<file path="config.mk">
export PLATFORM = sky130hd
export DESIGN_NAME = adcs_sequencer
export DESIGN_NICKNAME = d
export VERILOG_FILES = /design/src/inc/adcs_pkg.sv /design/src/verilog/adcs_clk_div.sv /design/src/verilog/adcs_sequencer.sv
export SDC_FILE = /design/constraint.sdc
export NUM_CORES = 1
export LEC_CHECK = 0
export CAP_MARGIN = 40
export CORE_ASPECT_RATIO = 0.8
export CORE_UTILIZATION = 45
export DETAILED_ROUTE_END_ITERATION = 10
export DONT_BUFFER_PORTS = 1
export GPL_ROUTABILITY_DRIVEN = 0
export GPL_TIMING_DRIVEN = 0
export PLACE_DENSITY_LB_ADDON = 0.08
export REMOVE_ABC_BUFFERS = 1
export SYNTH_ARGS = -nofsm -noshare
export SYNTH_HDL_FRONTEND = slang
export SYNTH_SLANG_ARGS = --single-unit
</file>
<file path="constraint.sdc">
create_clock -name core_clk -period 3.4 [get_ports core_clk]
set_input_delay 0.17 -clock core_clk [delete_from_list [all_inputs] [get_ports core_clk]]
set_output_delay 0.17 -clock core_clk [all_outputs]
set_load 0.03 [all_outputs]
</file>
<file path="src/inc/adcs_pkg.sv">
// shared constants and types for the converter sequencer
package adcs_pkg;

  // ----------------------------------------------------------------
  // register map (byte addresses on the plain register port)
  // ----------------------------------------------------------------
  localparam int ADDR_W = 8;
  localparam int DATA_W = 8;
  localparam logic [7:0] OFS_CONVERSION_RESULT = 8'h21;
  localparam logic [7:0] OFS_CONVERTER_CONTROL = 8'h22;
  localparam logic [7:0] OFS_CONVERTER_CLOCK_SELECT = 8'h23;
  localparam logic [7:0] OFS_EVENT_STATUS = 8'h24;
  localparam logic [7:0] OFS_EVENT_MASK = 8'h25;

  // ----------------------------------------------------------------
  // field positions
  // ----------------------------------------------------------------
  localparam int CTL_START_BIT = 7;
  localparam int CTL_FLAG_BIT = 6;
  localparam int CTL_PCR_LSB = 3;
  localparam int CTL_ACS_LSB = 0;
  localparam int CSR_TEST_BIT = 7;
  localparam int EVT_DONE_BIT = 0;

  // ----------------------------------------------------------------
  // reset values
  // ----------------------------------------------------------------
  localparam logic [7:0] RST_CONVERTER_CONTROL = 8'h00;
  localparam logic [7:0] RST_CONVERTER_CLOCK_SELECT = 8'h00;
  localparam logic [7:0] RST_CONVERSION_RESULT = 8'h00;
  localparam logic [7:0] RST_EVENT_MASK = 8'h00;
  localparam logic RST_PENDING_FLAG = 1'b0;

  // ----------------------------------------------------------------
  // converter clock dividers and their select codes
  // ----------------------------------------------------------------
  localparam logic [1:0] DIV_SEL_2 = 2'b00;
  localparam logic [1:0] DIV_SEL_8 = 2'b01;
  localparam logic [1:0] DIV_SEL_32 = 2'b10;
  localparam int DIV_2 = 2;
  localparam int DIV_8 = 8;
  localparam int DIV_32 = 32;
  localparam int DIV_CNT_W = 5;

  // ----------------------------------------------------------------
  // conversion
  // ----------------------------------------------------------------
  localparam int RESULT_W = 8;
  localparam int CHANNELS = 4;

  // one register access from the core
  typedef struct packed {
    logic wr;
    logic rd;
    logic [ADDR_W-1:0] addr;
    logic [DATA_W-1:0] wdata;
  } adcs_bus_req_s;

  // writable part of the converter control register
  typedef struct packed {
    logic start;
    logic [2:0] port_analog_config;
    logic [2:0] channel_select;
  } adcs_ctl_s;

  // conversion sequence states
  typedef enum logic [1:0] {
    ST_IDLE,
    ST_HELD,
    ST_SAMPLE,
    ST_CONVERT
  } adcs_state_e;

endpackage

</file>
<file path="src/verilog/adcs_clk_div.sv">
// converter clock divider producing a one-cycle tick
`timescale 1ns/1ps
module adcs_clk_div
  import adcs_pkg::*;
(
  input wire logic core_clk,
  input wire logic rst,
  input wire logic [1:0] clock_divider_select,
  input wire logic clear,
  output logic tick
);

  // ----------------------------------------------------------------
  // state
  // ----------------------------------------------------------------
  typedef struct packed {
    logic [DIV_CNT_W-1:0] cnt;
    logic tick;
  } adcs_div_s;

  adcs_div_s div_r;
  adcs_div_s div_nxt;
  logic [DIV_CNT_W-1:0] last;

  // terminal count per divider code; undefined code runs slowest
  always_comb
  begin
    case (clock_divider_select)
      DIV_SEL_2: last = DIV_CNT_W'(DIV_2 - 1);
      DIV_SEL_8: last = DIV_CNT_W'(DIV_8 - 1);
      DIV_SEL_32: last = DIV_CNT_W'(DIV_32 - 1);
      default: last = DIV_CNT_W'(DIV_32 - 1);
    endcase
  end

  // count, wrap and pulse; clear realigns phase at conversion start
  always_comb
  begin
    div_nxt = div_r;
    div_nxt.tick = 1'b0;
    if (clear)
    begin
      div_nxt.cnt = '0;
    end
    else if (div_r.cnt >= last)
    begin
      div_nxt.cnt = '0;
      div_nxt.tick = 1'b1;
    end
    else
    begin
      div_nxt.cnt = div_r.cnt + DIV_CNT_W'(1);
    end
  end

  // state register
  always_ff @(posedge core_clk or posedge rst)
  begin
    if (rst)
    begin
      div_r <= '0;
    end
    else
    begin
      div_r <= div_nxt;
    end
  end

  assign tick = div_r.tick;

endmodule // adcs_clk_div

</file>
<file path="src/verilog/adcs_sequencer.sv">
// successive-approximation converter sequencer with register port
// ----------------------------------------------------------------
// ----------------------------------------------------------------
`timescale 1ns/1ps
module adcs_sequencer
  import adcs_pkg::*;
(
  input wire logic core_clk,
  input wire logic rst,
  input wire adcs_bus_req_s bus_req,
  output logic [DATA_W-1:0] rdata,
  input wire logic comparator_above,
  output logic [RESULT_W-1:0] trial_code,
  output logic [1:0] channel_select,
  output logic [CHANNELS-1:0] port_b_lines_analog,
  output logic converter_power,
  output logic sample_hold,
  output logic irq
);

  // ----------------------------------------------------------------
  // state
  // ----------------------------------------------------------------
  typedef struct packed {
    adcs_state_e state;
    adcs_ctl_s ctl;
    logic pending;
    logic [1:0] clock_divider_select;
    logic test_bit;
    logic [RESULT_W-1:0] result;
    logic [RESULT_W-1:0] trial;
    logic [2:0] bit_idx;
    logic evt_status;
    logic evt_mask;
    logic [DATA_W-1:0] rdata;
    logic irq;
    logic [1:0] channel;
    logic [CHANNELS-1:0] analog_lines;
    logic power;
    logic sample;
  } adcs_seq_s;

  adcs_seq_s seq_r;
  adcs_seq_s seq_nxt;
  logic conv_tick;
  logic div_clear;
  adcs_ctl_s wr_ctl;
  logic wr_control;
  logic start_rise;
  logic start_fall;
  logic done;

  // ----------------------------------------------------------------
  // decode helpers
  // ----------------------------------------------------------------

  // mask of the port lines handed to the converter
  function automatic logic [CHANNELS-1:0] analog_map(input logic [2:0] pcr);
    case (pcr)
      3'b000: analog_map = 4'h0;
      3'b001: analog_map = 4'h1;
      3'b010: analog_map = 4'h3;
      3'b011: analog_map = 4'h7;
      default: analog_map = 4'hf;
    endcase
  endfunction

  // one-hot weight of a trial bit
  function automatic logic [RESULT_W-1:0] bit_weight(input logic [2:0] idx);
    bit_weight = RESULT_W'(1) << idx;
  endfunction

  // ----------------------------------------------------------------
  // converter clock
  // ----------------------------------------------------------------
  // divider select drives the tick rate
  adcs_clk_div u_div (
    .core_clk(core_clk),
    .rst(rst),
    .clock_divider_select(seq_r.clock_divider_select),
    .clear(div_clear),
    .tick(conv_tick)
  );

  // write decode and start edges, seen against the stored start bit
  assign wr_control = bus_req.wr && (bus_req.addr == OFS_CONVERTER_CONTROL);
  assign wr_ctl = adcs_ctl_s'({bus_req.wdata[CTL_START_BIT],
                               bus_req.wdata[CTL_PCR_LSB +: 3],
                               bus_req.wdata[CTL_ACS_LSB +: 3]});
  assign start_rise = wr_control && wr_ctl.start && !seq_r.ctl.start;
  assign start_fall = wr_control && !wr_ctl.start && seq_r.ctl.start;
  // phase realigns when the held converter is released
  assign div_clear = start_fall;
  assign done = (seq_r.state == ST_CONVERT) && conv_tick && (seq_r.bit_idx == 3'd0);

  // ----------------------------------------------------------------
  // next state
  // ----------------------------------------------------------------
  always_comb
  begin
    seq_nxt = seq_r;
    seq_nxt.sample = 1'b0;

    // register writes
    if (bus_req.wr)
    begin
      case (bus_req.addr)
        OFS_CONVERTER_CONTROL:
        begin
          // config and channel stored as written
          seq_nxt.ctl = wr_ctl;
        end
        OFS_CONVERTER_CLOCK_SELECT:
        begin
          // low two bits choose the divider
          seq_nxt.clock_divider_select = bus_req.wdata[1:0];
          seq_nxt.test_bit = bus_req.wdata[CSR_TEST_BIT];
        end
        OFS_EVENT_MASK: seq_nxt.evt_mask = bus_req.wdata[EVT_DONE_BIT];
        default: ;
      endcase
    end

    // conversion sequence
    case (seq_r.state)
      ST_IDLE: ;
      ST_HELD: ;
      ST_SAMPLE:
      begin
        // first converter tick closes the sample, tries the top bit
        if (conv_tick)
        begin
          seq_nxt.trial = bit_weight(3'd7);
          seq_nxt.bit_idx = 3'd7;
          seq_nxt.state = ST_CONVERT;
        end
      end
      ST_CONVERT:
      begin
        if (conv_tick)
        begin
          // keep the trial bit only if the input is above it
          if (!comparator_above)
          begin
            seq_nxt.trial = seq_r.trial & ~bit_weight(seq_r.bit_idx);
          end
          if (seq_r.bit_idx == 3'd0)
          begin
            // final code lands in the result register
            seq_nxt.result = comparator_above ? seq_r.trial
                                              : (seq_r.trial & ~bit_weight(3'd0));
            // flag drops once the code is complete
            seq_nxt.pending = 1'b0;
            seq_nxt.state = ST_IDLE;
          end
          else
          begin
            seq_nxt.trial = (comparator_above ? seq_r.trial
                             : (seq_r.trial & ~bit_weight(seq_r.bit_idx)))
                            | bit_weight(seq_r.bit_idx - 3'd1);
            seq_nxt.bit_idx = seq_r.bit_idx - 3'd1;
          end
        end
      end
      default: seq_nxt.state = ST_IDLE;
    endcase

    // start edges override the sequence; a rise aborts a running one
    if (start_rise)
    begin
      // rising start holds converter, raises flag
      seq_nxt.pending = 1'b1;
      seq_nxt.trial = '0;
      seq_nxt.bit_idx = '0;
      seq_nxt.state = ST_HELD;
    end
    else if (start_fall && seq_r.state == ST_HELD && seq_r.ctl.port_analog_config != 3'b000)
    begin
      seq_nxt.state = ST_SAMPLE;
      seq_nxt.sample = 1'b1;
    end

    // completion event; set beats a same-cycle clear
    if (bus_req.wr && bus_req.addr == OFS_EVENT_STATUS && bus_req.wdata[EVT_DONE_BIT])
    begin
      seq_nxt.evt_status = 1'b0;
    end
    if (done)
    begin
      seq_nxt.evt_status = 1'b1;
    end
    seq_nxt.irq = seq_nxt.evt_status && seq_nxt.evt_mask;

    // read data, one cycle after the strobe and zero otherwise
    seq_nxt.rdata = '0;
    if (bus_req.rd)
    begin
      case (bus_req.addr)
        // result read never disturbs the held value
        OFS_CONVERSION_RESULT: seq_nxt.rdata = seq_r.result;
        OFS_CONVERTER_CONTROL:
        begin
          seq_nxt.rdata = {seq_r.ctl.start, seq_r.pending,
                           seq_r.ctl.port_analog_config, seq_r.ctl.channel_select};
        end
        OFS_CONVERTER_CLOCK_SELECT:
        begin
          seq_nxt.rdata = {seq_r.test_bit, 5'h00, seq_r.clock_divider_select};
        end
        OFS_EVENT_STATUS: seq_nxt.rdata = {7'h00, seq_r.evt_status};
        OFS_EVENT_MASK: seq_nxt.rdata = {7'h00, seq_r.evt_mask};
        default: seq_nxt.rdata = '0;
      endcase
    end

    // analog front end controls
    // only the low two bits reach the multiplexer
    seq_nxt.channel = seq_nxt.ctl.channel_select[1:0];
    seq_nxt.analog_lines = analog_map(seq_nxt.ctl.port_analog_config);
    // converter powered only while some line is analog
    seq_nxt.power = (seq_nxt.ctl.port_analog_config != 3'b000);
  end

  // ----------------------------------------------------------------
  // state register
  // ----------------------------------------------------------------
  always_ff @(posedge core_clk or posedge rst)
  begin
    if (rst)
    begin
      seq_r <= '0;
      seq_r.state <= ST_IDLE;
      seq_r.ctl <= adcs_ctl_s'({RST_CONVERTER_CONTROL[CTL_START_BIT],
                                RST_CONVERTER_CONTROL[CTL_PCR_LSB +: 3],
                                RST_CONVERTER_CONTROL[CTL_ACS_LSB +: 3]});
      seq_r.pending <= RST_PENDING_FLAG;
      seq_r.clock_divider_select <= RST_CONVERTER_CLOCK_SELECT[1:0];
      seq_r.result <= RST_CONVERSION_RESULT;
      seq_r.evt_mask <= RST_EVENT_MASK[EVT_DONE_BIT];
    end
    else
    begin
      seq_r <= seq_nxt;
    end
  end

  // outputs straight from the state flops
  assign rdata = seq_r.rdata;
  assign trial_code = seq_r.trial;
  assign channel_select = seq_r.channel;
  assign port_b_lines_analog = seq_r.analog_lines;
  assign converter_power = seq_r.power;
  assign sample_hold = seq_r.sample;
  assign irq = seq_r.irq;

endmodule // adcs_sequencer

</file>
==> impl_summary.txt, run 1 <==
----------------------------------------------------
[Outcome]
  Outcome ... finished, final reports clean

[Pwr]
  Highest ir drop seen on vdd ... 0.163 mV
  Overall power after layout ... 1.31 mW
  Power density over the cells ... 460 nW/um^2
  Static Leak ... 1.27 nW

[Drt]
  DRC Markers ... 0
  Via count ... 1794
  Drt first pass iters ... 4
  Antenna Violating Nets Remaining ... 0
  Wire length after detailed routing ... 5320 microns
  Per-cell via count in the routed design ... 5.55
  Iter 0 DRT Violations ... 76
  Post-detailed-route wirelength per cell ... 16.5 microns

[Floorplan]
  Placeable core region ... 5880 sq um
  Starting density of the core ... 46.7%
  Area enclosed by the die boundary ... 6420 sq um
  Die Width ... 89.3 microns
  Placement row count ... 25
  Chip Height ... 71.8 microns
  IO Pins ... between 40 and 50

[Finish]
  N_diodes ... 0
  Final Instance Count excl. Fillers ... 323
  Layout cell share with drive strength beyond 1 ... ~16%
  Area Growth Syn to Fin ... 3.97%
  Final-layout fill cell count ... 567
  Final standard cell utilization of the core ... 48.5%
  Final nets ... 267

[STA]
  Final setup fails ... 0
  Fin crit share ... 57.9%
  Rel. slew slack ... 37.6%
  Unrepaired setup endpoints after global routing ... no
  Final setup skew ... 0.00660 ns
  Highest attainable clock frequency ... 508 MHz
  Slew at the pin closest to its max-slew limit ... 0.932 ns
  Final critical delay including setup and external delays ... 1.97 ns
  Count of pins over their slew limit ... 0
  Sum Neg Setup Slack ... 0 ns
  Worst Hold Margin ... 0.0211 ns
  Fin. Hold Viols ... 0

[Setup path]
  Setup crit start ... seq_r[49]
  Number of cells on the worst reg-to-reg path ... 4
  Endpoint kind of the worst setup timing path ... register
  Arrival @ worst endpoint ... roughly 2.2 ns
  Required time worst endpoint ... 3.66 ns
  Critical path's largest stage delay ... just under 0.6 ns
  Type of element launching the critical path ... register
  RR Startpoint ... seq_r[49]
  Stages on worst setup path ... 4
  Number of buffer and inverter stages on the critical path ... 0
  Type of the setup path with the least slack ... register to register
  Setup crit end ... irq
  Reg-to-reg setup timing slack ... 1.43 ns
  Kind of cell adding the most delay to the critical path ... simple AND/OR/NAND/NOR gates
  Highest net fanout along the worst path ... 15
  Slowest stage cell on the critical path ... dfrtp_1
  End of the worst register-to-register path ... irq
  Cells along the critical path ... and4b_1, nand2_1, a41oi_1, o211a_1

[Clock network]
  Worst-Skew Late Latency ... about 0.32 ns
  Clock-pin slew reported for the worst setup and hold paths after clock tree synthesis ... 0.10 ns
  Sink count of the clock tree ... 55
  PostCTS Resize Cnt ... 0
  Maximum buffer depth of the clock tree ... 2
  Num CTS Buffers ... 5
  Cell at the root of the clock tree ... clkbuf_8
  Depth of the CTS H-tree ... 2
  Clock tree from TritonCTS ... yes

[Synthesis]
  Number of enable-type register cells in the synthesized netlist ... 0
  Total standard cell area after synthesis ... 2740 sq um
  Post-synth top cells ... dfrtp_1 (55), buf_4 (23), mux2_2 (21), nor2_1 (19)
  Synthesized instance count ... 255
  Top post-synthesis cells by area ... dfrtp_1 (50%), mux2_2 (8.6%), buf_4 (6.3%)
  Synth warnings ... 0
  Predominant post-synthesis flop cell ... dfrtp_1
  Number of distinct library cells after synthesis ... 49
  Top-count cell post-synth ... dfrtp_1
  Biggest area consumer among synthesized cells ... dfrtp_1
  Post-Synthesis Mean Instance Area ... 10.8 sq um
  Yosys reg bits ... 55
  FFs w/ async S/R, synth ... between 90% and 100%
  Register area share after synthesis ... between 50% and 60%
  Yosys top cell area share ... 50.2%

[GRT]
  Wire length of the first global-routing pass ... 8800 microns
  Leftover overflow at the end of global routing ... 0
  Number of global-route vias before repair ... around 1800
  Overall Global Routing Usage ... a little under a fifth
  Antenna violations before repair ... 0
  Pin count of the biggest net entering global routing ... 35

[Place]
  Cells after DPL ... 306
  Count of port buffers added during placement ... 0
  Sum of net half-perimeters after detailed placement ... 3850 microns

[Worst hold path]
  Min-Delay Path Class ... input pin to register

[Run]
  Max cap viols ... 0

----------------------------------------------------
-- layer usage --
layer | routed length (microns) | GRT usage [%]
met5 | 0 | 0
met3 | 325 | 4.61
met1 | 2510 | 25.8
met2 | 2440 | 27.7
met4 | 49 | 6.17
-- worst min path at each step --
stage                     start         to  slack, ns  depth (start not counted)
3_3_place_gp         bus_req[0]  seq_r[39]       0.32                          1
6_report            bus_req[13]   rdata[0]       0.02                          2
5_1_grt             bus_req[13]   rdata[0]       0.02                          2
2_1_floorplan  comparator_above  seq_r[30]       0.31                          2
3_5_place_dp                rst   rdata[2]        0.1                          1
4_1_cts              bus_req[7]  seq_r[38]      0.004                          1
-- cell usage in the layout (no fill, tap or decap), drive strengths merged, types with 2 or more instances in the layout --
cell / netlist / final
a21oi: 18 / 18
a22oi: 7 / 7
a41oi: 2 / 2
and3: 5 / 5
and4b: 2 / 2
buf: 27 / 2
clkbuf: 5 / 5
dfrtp: 55 / 55
dlygate4sd3: 0 / 9
ha: 5 / 5
inv: 7 / 9
mux2: 21 / 21
mux2i: 4 / 4
nand2: 18 / 18
nand2b: 3 / 3
nand3: 8 / 8
nand4: 2 / 2
nor2: 19 / 19
nor2b: 2 / 2
nor3: 7 / 7
nor3b: 2 / 2
nor4: 3 / 3
nor4b: 2 / 2
o211a: 2 / 2
o21ai: 6 / 6
xnor2: 2 / 2
-- sequential cells by signal, summed over array words and instances, names as in the netlist --
signal / count
seq_r: 26
rdata: 8
trial_code: 8
u_div.div_r: 5
port_b_lines_analog: 4
converter_power: 1
irq: 1
sample_hold: 1
u_div.tick: 1
-- where the power goes --
part	leakage [nW]	internal, mW	switching (mW)
clock	0.0467	0.153	0.231
combinational	0.527	0.0846	0.0877
sequential	0.699	0.696	0.0606
-- worst reg2reg max path, stage by stage (launching register included) --
cell and delay, ns:
dfrtp_1 0.59, and4b_1 0.35, nand2_1 0.38, a41oi_1 0.40, o211a_1 0.20
-- layout make-up --
class	instances	area (sq um)	area share (%)
flip-flops and latches	55	1380	48.2
multi-input cells	161	1140	39.9
repair buffers	11	115	4.04
well taps	81	101	3.55
clock buffers	5	68.8	2.41
clock inverters	3	27.5	0.965
inverters	7	26.3	0.921
-- repair_timing --
item | in CTS | in global routing
setup buffers | 0 | 0
hold buffers | 8 | 1
hold endpoints to repair | 32 | 1
-- kinds of logic after synthesis --
logic type | Yosys count | synth area share [%]
AO/OA/AOI/OAI | 47 | 11.1
adder cells (fa/ha/maj) | 5 | 2.28
flip-flops | 55 | 50.2
AND/OR/NAND/NOR | 81 | 16.8
multiplexers | 25 | 10.1
buffers and inverters | 39 | 8.62
XOR/XNOR | 3 | 0.958
-- through the flow --
stage               cell area, sq um  setup slack (ns)
finish                          2850              1.43
global route                    2850              1.28
CTS                             2840              1.45
detailed placement              2670              1.12
global placement                2640             0.438
floorplan                       2530              1.09
(Power assumes the default switching activity.)
==> run 2, diff against run 1 <==
--- a/config.mk
+++ b/config.mk
@@ -5,6 +5,7 @@
 export SDC_FILE = /design/constraint.sdc
 export NUM_CORES = 1
 export LEC_CHECK = 0
+export ABC_AREA = 1
 export CAP_MARGIN = 40
 export CORE_ASPECT_RATIO = 0.8
 export CORE_UTILIZATION = 45
==> constraint.sdc (replaced) <==
create_clock -name core_clk -period 1.98 [get_ports core_clk]
set_input_delay 0.099 -clock core_clk [delete_from_list [all_inputs] [get_ports core_clk]]
set_output_delay 0.099 -clock core_clk [all_outputs]
set_load 0.03 [all_outputs]
==> impl_summary.txt, run 2 <==
----------------------------------------------------
[Pwr]
  Highest ir drop seen on vdd ... ~0.40 mV
  Static Leak ... 1.54 nW
  Power density over the cells ... 827 nW/um^2

[Finish]
  Register with the highest flop count ... seq_r
  Area of the multi-input gates ... ~1100 sq um
  N_diodes ... 0
  Most common library cell in the layout ignoring fill and taps ... nand2_1
  Final standard cell utilization of the core ... 49.9%
  Final nets ... 371
  Leading cell types in the layout, fill and taps excluded ... nand2_1 (111), dfrtp_1 (55), inv_1 (44), nor2_1 (23), o21ai_0 (22)
  Area taken by flip-flops and latches ... 1380 sq um
  Layout cell share with drive strength beyond 1 ... slightly above 7%
  Flip-flop count of the largest register, all copies and words added ... 26
  Final-layout fill cell count ... 616
  Area Growth Syn to Fin ... 5.33%

[Clock network]
  Maximum buffer depth of the clock tree ... 2
  Worst-Skew Late Latency ... 0.32 ns
  Clock tree from TritonCTS ... yes
  Clock-pin slew reported for the worst setup and hold paths after clock tree synthesis ... 0.11 ns
  Count of buffers added by post-CTS timing repair for setup ... 0
  Depth of the CTS H-tree ... 2
  Sink count of the clock tree ... 55
  Cell at the root of the clock tree ... clkbuf_8
  Num CTS Buffers ... 5

[Place]
  Worst setup slack after placement ... 0.188 ns
  Sum of net half-perimeters after detailed placement ... 4150 microns
  Count of port buffers added during placement ... 0

[Synthesis]
  Post-synth top cells ... nand2_1 (112), dfrtp_1 (55), inv_1 (45), nor2_1 (23)
  Predominant post-synthesis flop cell ... dfrtp_1
  Synth warnings ... 0
  Top post-synthesis cells by area ... dfrtp_1 (48%), nand2_1 (15%), inv_1 (5.9%)
  Synthesized instance count ... 351
  FFs w/ async S/R, synth ... 100%
  Post-Synthesis Mean Instance Area ... 8.10 sq um
  Total standard cell area after synthesis ... 2840 sq um
  Yosys top cell area share ... 48.4%
  Biggest area consumer among synthesized cells ... dfrtp_1
  Number of distinct library cells after synthesis ... 31
  Top-count cell post-synth ... nand2_1
  Register area share after synthesis ... 48.4%
  Yosys reg bits ... 55
  Number of enable-type register cells in the synthesized netlist ... 0

[Floorplan]
  IO Pins ... 46
  Die Width ... a little over 90 microns
  Area enclosed by the die boundary ... 6640 sq um
  Chip Height ... 73.1 microns
  Placeable core region ... 6010 sq um
  Starting density of the core ... 47.3%
  Placement row count ... 25

[Worst hold path]
  Min-Delay Path Class ... input pin to register

[Run]
  Max cap viols ... 0

[STA]
  Fin crit share ... 83.4%
  Highest attainable clock frequency ... 606 MHz
  Unrepaired setup endpoints after global routing ... no
  Rel. slew slack ... 70.0%
  Final setup fails ... 0
  Setup ws final ... ~0.33 ns
  Fin. Hold Viols ... 0
  Count of pins over their slew limit ... 0
  Final critical delay including setup and external delays ... 1.65 ns
  Slew at the pin closest to its max-slew limit ... between 0.4 and 0.5 ns
  Final setup skew ... ~0.0076 ns

[Drt]
  Drt first pass iters ... 4
  Via count ... 2090
  Iter 0 DRT Violations ... 137
  Per-cell via count in the routed design ... 4.89
  Post-detailed-route wirelength per cell ... 13.3 microns
  Antenna Violating Nets Remaining ... 0
  Wire length after detailed routing ... 5690 microns
  DRC Markers ... 0

[GRT]
  Number of global-route vias before repair ... 2079
  Overall Global Routing Usage ... 18.7%
  Pin count of the biggest net entering global routing ... 38
  Leftover overflow at the end of global routing ... 0
  Antenna violations before repair ... 0
  Wire length of the first global-routing pass ... just under 10000 microns

[Outcome]
  Outcome ... finished, final reports clean

[Setup path]
  Type of element launching the critical path ... register
  Arrival @ worst endpoint ... 1.90 ns
  Highest net fanout along the worst path ... 12
  Endpoint kind of the worst setup timing path ... register
  Type of the setup path with the least slack ... register to register
  Required time worst endpoint ... 2.23 ns

----------------------------------------------------
==> run 2: changes by cell type after synthesis, moves of 4 or more <==
cell / delta
nand3_1: +4
inv_1: +38
nor2_1: +4
a21oi_1: -4
mux2i_1: -4
nand4_1: +4
mux2_2: -21
clkbuf_1: -5
nand2_1: +94
o21ai_0: +16
a22oi_1: -5
==> run 2: worst max-delay path, stage by stage, from the launching register on <==
cell     delay, ns
dfrtp_1       0.43
nor2_1        0.23
nand2_1       0.19
inv_1         0.18
nand2_2       0.19
inv_1         0.21
nand2_1       0.07
o21ai_0       0.07
==> run 2: path summary, 6_finish.rpt <==
path	from	endpoint	slack, ns	depth (start not counted)
max in group asynchronous	rst	converter_power	1.22	3
min in group asynchronous	rst	seq_r[40]	0.22	2
worst min-delay path	bus_req[17]	seq_r[39]	0.01	2
worst min register to register	seq_r[38]	seq_r[38]	0.50	2
worst max-delay path	seq_r[19]	seq_r[34]	0.33	7
worst max register to register	seq_r[19]	seq_r[34]	0.33	7
==> run 2: area by class of cell <==
class / count / area share, %
flip-flops and latches: 55 / 46.0
multi-input cells: 223 / 36.9
inverters: 47 / 5.89
repair buffers: 13 / 4.68
well taps: 81 / 3.38
clock buffers: 5 / 2.30
clock inverters: 3 / 0.919
==> run 2: kinds of logic (layout without fill, tap and decap cells) <==
kind of cell             Yosys count  after routing  synth area share (%)
adder cells (fa/ha/maj)            5              5                  2.20
flip-flops                        55             55                  48.4
AND/OR/NAND/NOR                  166            166                  24.9
XOR/XNOR                           3              3                 0.924
AO/OA/AOI/OAI                     49             49                  10.4
buffers and inverters             73             68                  13.2
==> run 2: where the power goes <==
part | internal (mW) | total, mW | switching (mW)
Sequential | 1.22 | 1.34 | 0.120
Clock | 0.263 | 0.677 | 0.413
Combinational | 0.165 | 0.454 | 0.289
Total | 1.65 | 2.48 | 0.823
==> run 2: through the flow <==
| stage | TNS [ns] | instances | total power, mW | area (sq um) | hold slack, ns |
|---|---|---|---|---|---|
| floorplan | 0 | 325 | 1.70 | 2650 | 0.203 |
| global placement | -5.57 | 406 | 1.79 | 2750 | 0.207 |
| detailed placement | 0 | 407 | 1.81 | 2770 | 0.0217 |
| CTS | 0 | 427 | 2.51 | 2980 | 0.000498 |
| global route | 0 | 427 | 2.64 | 2990 | 0.0196 |
| finish | 0 | 427 | 2.48 | 2990 | 0.00957 |
==> run 2: repair_timing <==
item | 4_1_cts | 5_1_grt
resized for setup | 0 | 2
endpoints found under the setup margin | 0 | 11
hold buffers | 12 | 0
endpoints found under the hold margin | 40 | 0
==> run 2: per-layer routing <==
metal | GRT usage [%] | vias to the layer above | part of all wire, % | wire (microns)
li1 | - | 1080 | - | -
met5 | 0 | - | 0 | 0
met1 | 25.9 | 953 | 52 | 2960
met2 | 29.9 | 50 | 42 | 2400
met4 | 5.82 | 0 | 1.2 | 70
met3 | 3.96 | 7 | 4.5 | 258
